### config.mk
export PLATFORM = sky130hd
export DESIGN_NAME = irq_latch_mask_and_input_monitor
export DESIGN_NICKNAME = d
export VERILOG_FILES = /design/src/include/irq_pkg.sv /design/src/input_sync.sv /design/src/pulse_timer.sv /design/src/irq_latch_mask_and_input_monitor.sv
export VERILOG_INCLUDE_DIRS = /design/src /design/src/include
export SDC_FILE = /design/constraint.sdc
export NUM_CORES = 1
export LEC_CHECK = 0
export BUFFER_PORTS_ARGS = -buffer_cell sky130_fd_sc_hd__clkbuf_2
export CAP_MARGIN = 10
export CORE_ASPECT_RATIO = 0.8
export CORE_UTILIZATION = 56
export DETAILED_ROUTE_END_ITERATION = 8
export GPL_TIMING_DRIVEN = 0
export HOLD_SLACK_MARGIN = 0.08
export PLACE_DENSITY_LB_ADDON = 0.12
export RECOVER_POWER = 100
export SETUP_SLACK_MARGIN = 0.4
export SLEW_MARGIN = 40
export SYNTH_ARGS = -nofsm -noshare
export SYNTH_HDL_FRONTEND = slang
export SYNTH_HIERARCHICAL = 1
export SYNTH_SLANG_ARGS = --single-unit
### constraint.sdc
create_clock -name clk -period 2.65 [get_ports clk]
set_input_delay 0.3975 -clock clk [delete_from_list [all_inputs] [get_ports clk]]
set_output_delay 0.3975 -clock clk [all_outputs]
set_load 0.05 [all_outputs]
### src/include/irq_consts.svh
/*
  Register offsets, field positions, reset values and timing figures of the
  interrupt latch, mask and input level monitor block.
  Assumes inclusion by bare name from the package and the design modules.
*/
`ifndef IRQ_CONSTS_SVH
`define IRQ_CONSTS_SVH

// register offsets on the control port
`define OFS_INPUT_MONITOR 8'h2f
`define OFS_IRQ_CONFIG 8'h32
`define OFS_IRQ_MASK 8'h33
`define OFS_IRQ_FLAGS 8'h36

// interrupt_config fields
`define CFG_POLARITY_BIT 7
`define CFG_STYLE_HI 6
`define CFG_STYLE_LO 5
`define CFG_FILTER_BIT 2
`define CFG_RESET 8'h00

// mask and flag bit positions
`define EVT_ASP_CLK_ERR_BIT 7
`define EVT_PLL_LOCK_BIT 6
`define MASK_RESET 8'hff

// input monitor: input one sits in bit 7, input four in bit 4
`define MON_TOP_BIT 7
`define PIN_FUNC_GENERAL_INPUT 3'h1

// timing: pulse and repeat period in ms, system clock in kHz
`define IRQ_PULSE_MS 2
`define IRQ_PERIOD_MS 4
`define CLK_FREQ_KHZ 50000

`endif

### src/include/irq_pkg.sv
/*
  Types shared by the interrupt latch and input monitor modules.
  Assumes irq_consts.svh sits on the include path.
*/
package irq_pkg;
  `include "irq_consts.svh"

  // order follows the two-bit style field, 0 to 3
  typedef enum logic [1:0] {
    STYLE_LEVEL,
    STYLE_RESERVED,
    STYLE_REPEAT,
    STYLE_ONESHOT
  } irq_style_e;

  typedef logic [7:0] reg_byte_t;
endpackage : irq_pkg

### src/input_sync.sv
/*
  Two flip-flop synchroniser for a group of pin inputs, one chain per bit.
  Assumes the pins are asynchronous to clk.
*/
`timescale 1ns/100ps
module input_sync #(
  parameter int WIDTH = 4
) (
  // clock and reset
  input wire logic clk,
  input wire logic rst_n,
  // pins and synchronised levels
  input wire logic [WIDTH-1:0] pin_async,
  output logic [WIDTH-1:0] pin_sync
);
  genvar i;
  generate
    for (i = 0; i < WIDTH; i++) begin : g_bit
      logic meta_r;
      logic stable_r;
      always_ff @(posedge clk or negedge rst_n) begin
        if (!rst_n) begin
          meta_r <= 1'b0;
          stable_r <= 1'b0;
        end else begin
          meta_r <= pin_async[i];
          stable_r <= meta_r;
        end
      end
      assign pin_sync[i] = stable_r;
    end
  endgenerate
endmodule : input_sync

### src/pulse_timer.sv
/*
  Millisecond pulse timer for the repeating and one-shot interrupt styles.
  Assumes periodic and oneshot_en are never high together.
*/
`timescale 1ns/100ps
module pulse_timer #(
  parameter int PULSE_CYCLES = 100000,
  parameter int PERIOD_CYCLES = 200000
) (
  // clock and reset
  input wire logic clk,
  input wire logic rst_n,
  // control
  input wire logic periodic,
  input wire logic oneshot_en,
  input wire logic trigger,
  // result
  output logic active
);
  localparam int W = $clog2(PERIOD_CYCLES + 1);
  localparam logic [W-1:0] PULSE_W = W'(PULSE_CYCLES);
  localparam logic [W-1:0] LAST_W = W'(PERIOD_CYCLES - 1);

  logic [W-1:0] cnt_r;
  logic [W-1:0] cnt_nxt;

  // a fresh trigger restarts the one-shot, so the last event always gets a full pulse
  always_comb begin
    cnt_nxt = '0;
    if (periodic) begin
      cnt_nxt = (cnt_r >= LAST_W) ? '0 : cnt_r + W'(1);
    end else if (oneshot_en) begin
      if (trigger) begin
        cnt_nxt = PULSE_W;
      end else if (cnt_r != '0) begin
        cnt_nxt = cnt_r - W'(1);
      end
    end
  end

  always_ff @(posedge clk or negedge rst_n) begin
    if (!rst_n) begin
      cnt_r <= '0;
    end else begin
      cnt_r <= cnt_nxt;
    end
  end

  assign active = periodic ? (cnt_r < PULSE_W) : (oneshot_en && cnt_r != '0);
endmodule : pulse_timer

### src/irq_latch_mask_and_input_monitor.sv
/*
  Interrupt latch, mask and general input level monitor of an audio converter.
  Holds interrupt_config, interrupt_mask_0, interrupt_latched_flags_0 and
  input_level_monitor behind the decoded control port register strobes.
  Assumes the control port front end gives one-cycle reg_wr / reg_rd strobes
  on clk, and that event inputs come from logic on clk.
*/
// Contract
// - monitor bits 7..4 show input levels one to four; bits 3..0 read zero.
// - a pin feeds its monitor bit only when its function field equals one.
// - polarity bit zero drives the interrupt low-active, one drives it high-active.
// - style zero asserts while any unmasked flag is set; style one reserved.
// - style two asserts 2 ms in every 4 ms while unmasked flags stay set.
// - style three gives one 2 ms assertion per unmasked event.
// - readback filter zero shows all flags; one hides masked flags.
// - mask bit 7 blocks the port clock error event; resets set.
// - mask bit 6 blocks the PLL lock event; resets set.
// - flag bit 7 sets on a serial port clock error, self-clearing.
// - flag bit 6 sets on PLL lock; flag bits 5..0 read zero.
`timescale 1ns/100ps
`include "irq_consts.svh"
module irq_latch_mask_and_input_monitor
  import irq_pkg::*;
#(
  parameter int PULSE_CYCLES = `IRQ_PULSE_MS * `CLK_FREQ_KHZ,
  parameter int PERIOD_CYCLES = `IRQ_PERIOD_MS * `CLK_FREQ_KHZ
) (
  // clock and reset
  input wire logic clk,
  input wire logic rst_n,
  // register port
  input wire logic [7:0] reg_addr,
  input wire logic reg_wr,
  input wire logic [7:0] reg_wdata,
  input wire logic reg_rd,
  output logic [7:0] reg_rdata,
  output logic reg_rdata_valid,
  // events from the audio serial port and PLL
  input wire logic asp_clock_error,
  input wire logic pll_locked,
  // multi-function pins and their function fields
  input wire logic general_input_one,
  input wire logic general_input_two,
  input wire logic general_input_three,
  input wire logic general_input_four,
  input wire logic [2:0] pin_one_function_select,
  input wire logic [2:0] pin_two_function_select,
  input wire logic [2:0] pin_three_function_select,
  input wire logic [2:0] pin_four_function_select,
  // interrupt pin
  output logic irq_pin
);
  logic [3:0] pin_sync;
  logic [3:0] pin_is_input;
  logic [3:0] mon_levels;

  reg_byte_t cfg_r;
  reg_byte_t cfg_nxt;
  reg_byte_t mask_r;
  reg_byte_t mask_nxt;
  logic [1:0] flag_r;
  logic [1:0] flag_nxt;
  logic pll_locked_d_r;
  reg_byte_t rdata_r;
  reg_byte_t rdata_nxt;
  logic rvalid_r;
  logic irq_pin_r;
  logic irq_pin_nxt;

  logic wr_cfg;
  logic wr_mask;
  logic rd_flags;
  logic [1:0] evt_set;
  logic [1:0] evt_mask;
  logic [1:0] flag_view;
  logic pending;
  logic new_unmasked;
  logic polarity;
  logic filter_on;
  irq_style_e style;
  logic irq_assert_c;
  logic timer_active;

  // pins are asynchronous, so nothing reads them before two flops
  input_sync #(
    .WIDTH(4)
  ) u_sync (
    .clk(clk),
    .rst_n(rst_n),
    .pin_async({general_input_four, general_input_three, general_input_two,
                general_input_one}),
    .pin_sync(pin_sync)
  );

  assign pin_is_input = {pin_four_function_select == `PIN_FUNC_GENERAL_INPUT,
                         pin_three_function_select == `PIN_FUNC_GENERAL_INPUT,
                         pin_two_function_select == `PIN_FUNC_GENERAL_INPUT,
                         pin_one_function_select == `PIN_FUNC_GENERAL_INPUT};

  // input one lands in the top bit, so the order is reversed per bit
  genvar g;
  generate
    for (g = 0; g < 4; g++) begin : g_mon
      assign mon_levels[3-g] = pin_is_input[g] & pin_sync[g];
    end
  endgenerate

  assign polarity = cfg_r[`CFG_POLARITY_BIT];
  assign filter_on = cfg_r[`CFG_FILTER_BIT];
  assign style = irq_style_e'(cfg_r[`CFG_STYLE_HI:`CFG_STYLE_LO]);

  assign wr_cfg = reg_wr && reg_addr == `OFS_IRQ_CONFIG;
  assign wr_mask = reg_wr && reg_addr == `OFS_IRQ_MASK;
  assign rd_flags = reg_rd && reg_addr == `OFS_IRQ_FLAGS;

  // index 1 is the port clock error, index 0 the PLL lock
  assign evt_mask = {mask_r[`EVT_ASP_CLK_ERR_BIT], mask_r[`EVT_PLL_LOCK_BIT]};
  assign evt_set = {asp_clock_error, pll_locked && !pll_locked_d_r};
  assign flag_view = filter_on ? (flag_r & ~evt_mask) : flag_r;
  assign pending = |(flag_r & ~evt_mask);
  assign new_unmasked = |(evt_set & ~evt_mask);

  // config and mask registers; only documented fields of config are writable
  always_comb begin
    cfg_nxt = cfg_r;
    mask_nxt = mask_r;
    if (wr_cfg) begin
      cfg_nxt = `CFG_RESET;
      cfg_nxt[`CFG_POLARITY_BIT] = reg_wdata[`CFG_POLARITY_BIT];
      cfg_nxt[`CFG_STYLE_HI:`CFG_STYLE_LO] = reg_wdata[`CFG_STYLE_HI:`CFG_STYLE_LO];
      cfg_nxt[`CFG_FILTER_BIT] = reg_wdata[`CFG_FILTER_BIT];
    end
    if (wr_mask) begin
      mask_nxt = reg_wdata;
    end
  end

  always_ff @(posedge clk or negedge rst_n) begin
    if (!rst_n) begin
      cfg_r <= `CFG_RESET;
      mask_r <= `MASK_RESET;
    end else begin
      cfg_r <= cfg_nxt;
      mask_r <= mask_nxt;
    end
  end

  // flags clear only where the read returned a one; a same-cycle event wins
  always_comb begin
    flag_nxt = flag_r;
    if (rd_flags) begin
      flag_nxt = flag_r & ~flag_view;
    end
    flag_nxt = flag_nxt | evt_set;
  end

  always_ff @(posedge clk or negedge rst_n) begin
    if (!rst_n) begin
      flag_r <= 2'h0;
      pll_locked_d_r <= 1'b0;
    end else begin
      flag_r <= flag_nxt;
      pll_locked_d_r <= pll_locked;
    end
  end

  // read data, one cycle after the strobe; unmapped offsets read zero
  always_comb begin
    rdata_nxt = rdata_r;
    if (reg_rd) begin
      rdata_nxt = 8'h00;
      case (reg_addr)
        `OFS_INPUT_MONITOR: rdata_nxt[`MON_TOP_BIT -: 4] = mon_levels;
        `OFS_IRQ_CONFIG: rdata_nxt = cfg_r;
        `OFS_IRQ_MASK: rdata_nxt = mask_r;
        `OFS_IRQ_FLAGS: begin
          rdata_nxt[`EVT_ASP_CLK_ERR_BIT] = flag_view[1];
          rdata_nxt[`EVT_PLL_LOCK_BIT] = flag_view[0];
        end
        default: rdata_nxt = 8'h00;
      endcase
    end
  end

  always_ff @(posedge clk or negedge rst_n) begin
    if (!rst_n) begin
      rdata_r <= 8'h00;
      rvalid_r <= 1'b0;
    end else begin
      rdata_r <= rdata_nxt;
      rvalid_r <= reg_rd;
    end
  end

  assign reg_rdata = rdata_r;
  assign reg_rdata_valid = rvalid_r;

  pulse_timer #(
    .PULSE_CYCLES(PULSE_CYCLES),
    .PERIOD_CYCLES(PERIOD_CYCLES)
  ) u_timer (
    .clk(clk),
    .rst_n(rst_n),
    .periodic(style == STYLE_REPEAT && pending),
    .oneshot_en(style == STYLE_ONESHOT),
    .trigger(new_unmasked),
    .active(timer_active)
  );

  // the reserved style behaves as level so a stray write cannot silence the pin
  always_comb begin
    case (style)
      STYLE_LEVEL: irq_assert_c = pending;
      STYLE_RESERVED: irq_assert_c = pending;
      STYLE_REPEAT: irq_assert_c = timer_active;
      STYLE_ONESHOT: irq_assert_c = timer_active;
      default: irq_assert_c = pending;
    endcase
    irq_pin_nxt = polarity ? irq_assert_c : !irq_assert_c;
  end

  always_ff @(posedge clk or negedge rst_n) begin
    if (!rst_n) begin
      irq_pin_r <= 1'b1;
    end else begin
      irq_pin_r <= irq_pin_nxt;
    end
  end

  assign irq_pin = irq_pin_r;
endmodule : irq_latch_mask_and_input_monitor

==> flow_summary.ini <==
[run_status]
status = complete, no violations

[global_routing]
grt_overflow = 0
grt_max_degree = 52
grt_pass1_wl_um = 11700
grtUsageTotal = 0.270
grt_antenna_before_repair = 0
grt_pass1_vias = 2332

[timing]
setup_slack_ns = 0.176
relSlewSlack = 0.168
finalHoldViolations = 0
maxSlewViolCount = 0
setup-violations-final = 0
setup-tns-final_ns = 0
fin_crit_ns = 2.47
worst_slew_pin_slew_ns = 1.25
post-route-period-util = 0.934
fmax_ghz = 0.404
grt_setup_unrepaired = true
skew_ns = 0.0124

[setup_path]
cp_data_arrival_time_ns = 2.67
path_delay_family = simple AND/OR/NAND/NOR gates
path_max_fanout = 7
end_kind = flop
required_ns = 2.84
cp_cell_sequence = inv_1 -> ha_1 -> or3b_1 -> or3_4 -> buf_6 -> o31a_4 -> clkbuf_2 -> a221oi_4 -> nor2_1
critPathLaunchType = flop
critPathMaxStageDelay_ns = 0.39
path_depth = 9
path_buf_inv = 3
r2r_cells = 9
critPathKind = reg2reg
critPathSlowestCell = dfrtp_1

[finish]
fill_cells = 374
final_cells = 418
area_growth_pct = 23.0
nets = 395
final_cell_mix = 42 x dfrtp_1, 38 x clkbuf_2, 21 x inv_1, 16 x nand2_1, 16 x mux2_2
antenna_cells = 0
fin_area_um2 = 3630
drive_gt1_frac = 0.362
layout_commonest_cell = dfrtp_1

[die]
dieHeight_um = 67.0
design.core.area_um2 = 5040
ioPinCount = 48
initial_core_util = 0.587
die-width_um = 83.2
rows = 23
dieArea_um2 = 5570

[detailed_routing]
wire_per_inst_um = 17.8
wirelength_um = 7450
vias = 2657
drtPass1Iterations = 5
drt.antenna.violating_nets = 0
vias_per_cell = 6.36
drc = 0
drt-initial-drc-count = 244

[clocking]
cts_root_buf = clkbuf_8
clock_path_buffers = 2
clk_pin_slew_ns = 0.10
numClockSinks = 51
cts_tree = done
htreeDepth = 2
cts_buffers = 5
worstSkewPairLatency_ns = 0.31
ctsHoldBuffers = 0

[synth]
yosys_most_used_dff = dfrtp_1
synthTopCellsByArea = dfrtp_1 36%, dfstp_2 8.0%, mux2_2 6.5%
synth_nets = 327
yosysTopAreaCell = dfrtp_1
avgSynthCellArea_um2 = 10.3
syn-cell-area_um2 = 2950
ys_ff_latch = 51
synth-edff-count = 0
synth-seq-area-share = 0.436
yosysWarnings = 6
syn-instance-count = 287
netlist.area_leader.share = 0.356
async_flop_share = 1.00
synthDistinctLibCells = 61

[power_and_ir_drop]
p_per_area_nw_per_um2 = 450
p_leak_nw = 1.60
p_total_mw = 1.64
ir_drop_uv = 371

[min_path]
hold_path_depth = 1
hold_path_class = in2reg

[flow_run]
cap_violations = 0

[placement]
pre_cts_ws_ns = 0.0258
place_inst = 396
placed_cell_area_um2 = 3280
gp_congestion = 0.922
hpwl_um = 4850
io_buffers = 47
-- repair_timing --
item | 4_1_cts | 5_1_grt
gates cloned | 1 | 0
pin swaps | 17 | 7
endpoints found under the setup margin | 19 | 17
gates resized for setup | 30 | 12
setup buffers | 11 | 2
-- layer usage --
layer | vias up | global-route usage | routed length, um
li1 | 1234 | - | -
met1 | 1299 | 0.392 | 3460
met2 | 113 | 0.387 | 3230
met3 | 11 | 0.0743 | 682
met4 | 0 | 0.0862 | 82
met5 | - | 0 | 0
-- cells in the mapped netlist (all sizes together), types with 2 or more instances --
library cell	number
and3	10
o311ai	2
and2	8
nor2b	3
nor4	4
nand4b	2
mux2	17
dfstp	9
a221o	3
a31oi	3
o21ai	10
o221ai	3
o22ai	7
nor4bb	4
inv	21
or3	4
a22o	2
o211ai	2
nand2	16
nand3	11
dfrtp	42
and4b	2
buf	9
nand2b	3
ha	2
o31a	2
a221oi	10
o221a	4
a22oi	2
o31ai	2
nor2	14
a21oi	9
a31o	2
and4	2
nand4	7
nor3	8
and4bb	2
a2bb2oi	5
clkbuf	6
a32oi	2
-- report_power, final --
part,switching [mW],internal [mW],total [mW]
Combinational,0.157,0.104,0.261
Clock,0.269,0.281,0.551
Sequential,0.0167,0.807,0.824
-- path summary, 6_finish.rpt --
kind                                        start                  endpoint  slack [ns]
min in group asynchronous                   rst_n                 flag_r[0]        0.34
setup / recovery                 u_timer/cnt_r[0]          u_timer/cnt_r[8]        0.18
max in group asynchronous                   rst_n          u_timer/cnt_r[3]        1.56
hold reg to reg            u_sync/g_bit[1].meta_r  u_sync/g_bit[1].stable_r        0.35
setup reg to reg                 u_timer/cnt_r[0]          u_timer/cnt_r[8]        0.18
hold / removal                general_input_three    u_sync/g_bit[2].meta_r        0.18
-- logic make-up (layout without fill, tap and decap cells) --
logic type,after synthesis,count (layout),synth area share
AO/OA/AOI/OAI,76,76,0.200
adder cells (fa/ha/maj),2,2,0.00847
buffers and inverters,36,105,0.0707
flip-flops,51,51,0.436
AND/OR/NAND/NOR,104,104,0.217
multiplexers,17,17,0.0648
XOR/XNOR,1,1,0.00297
-- per-stage QoR --
stage	util	hold WS, ns
after floorplan	-	0.102
after global placement	0.650	0.332
after detailed placement	0.652	0.337
after CTS	0.724	0.171
after global routing	0.721	0.167
final	0.721	0.180
-- sequential cells by signal (all words and copies together) (netlist names) --
| name | count |
|---|---|
| cfg_r | 4 |
| flag_r | 2 |
| irq_pin | 1 |
| mask_r | 8 |
| pll_locked_d_r | 1 |
| reg_rdata | 8 |
| reg_rdata_valid | 1 |
| u_sync/g_bit.meta_r | 4 |
| u_sync/g_bit.stable_r | 4 |
| u_timer/cnt_r | 18 |
-- final cells by class --
class | count | area, um^2 | share of cell area
clock buffer | 5 | 68.8 | 0.0189
timing repair buffer | 61 | 338 | 0.0930
tap | 62 | 77.6 | 0.0213
sequential | 51 | 1290 | 0.354
clock inverter | 3 | 43.8 | 0.0121
multi-input combinational | 200 | 1610 | 0.443
buffer | 15 | 130 | 0.0358
inverter | 21 | 78.8 | 0.0217
-- worst register-to-register path, cell delays in order, from the launching register on --
cell	delay, ns
dfrtp_1	0.39
inv_1	0.06
ha_1	0.16
or3b_1	0.38
or3_4	0.34
buf_6	0.14
o31a_4	0.32
clkbuf_2	0.20
a221oi_4	0.30
nor2_1	0.07
No activity file was read; power rests on OpenSTA's default activity.
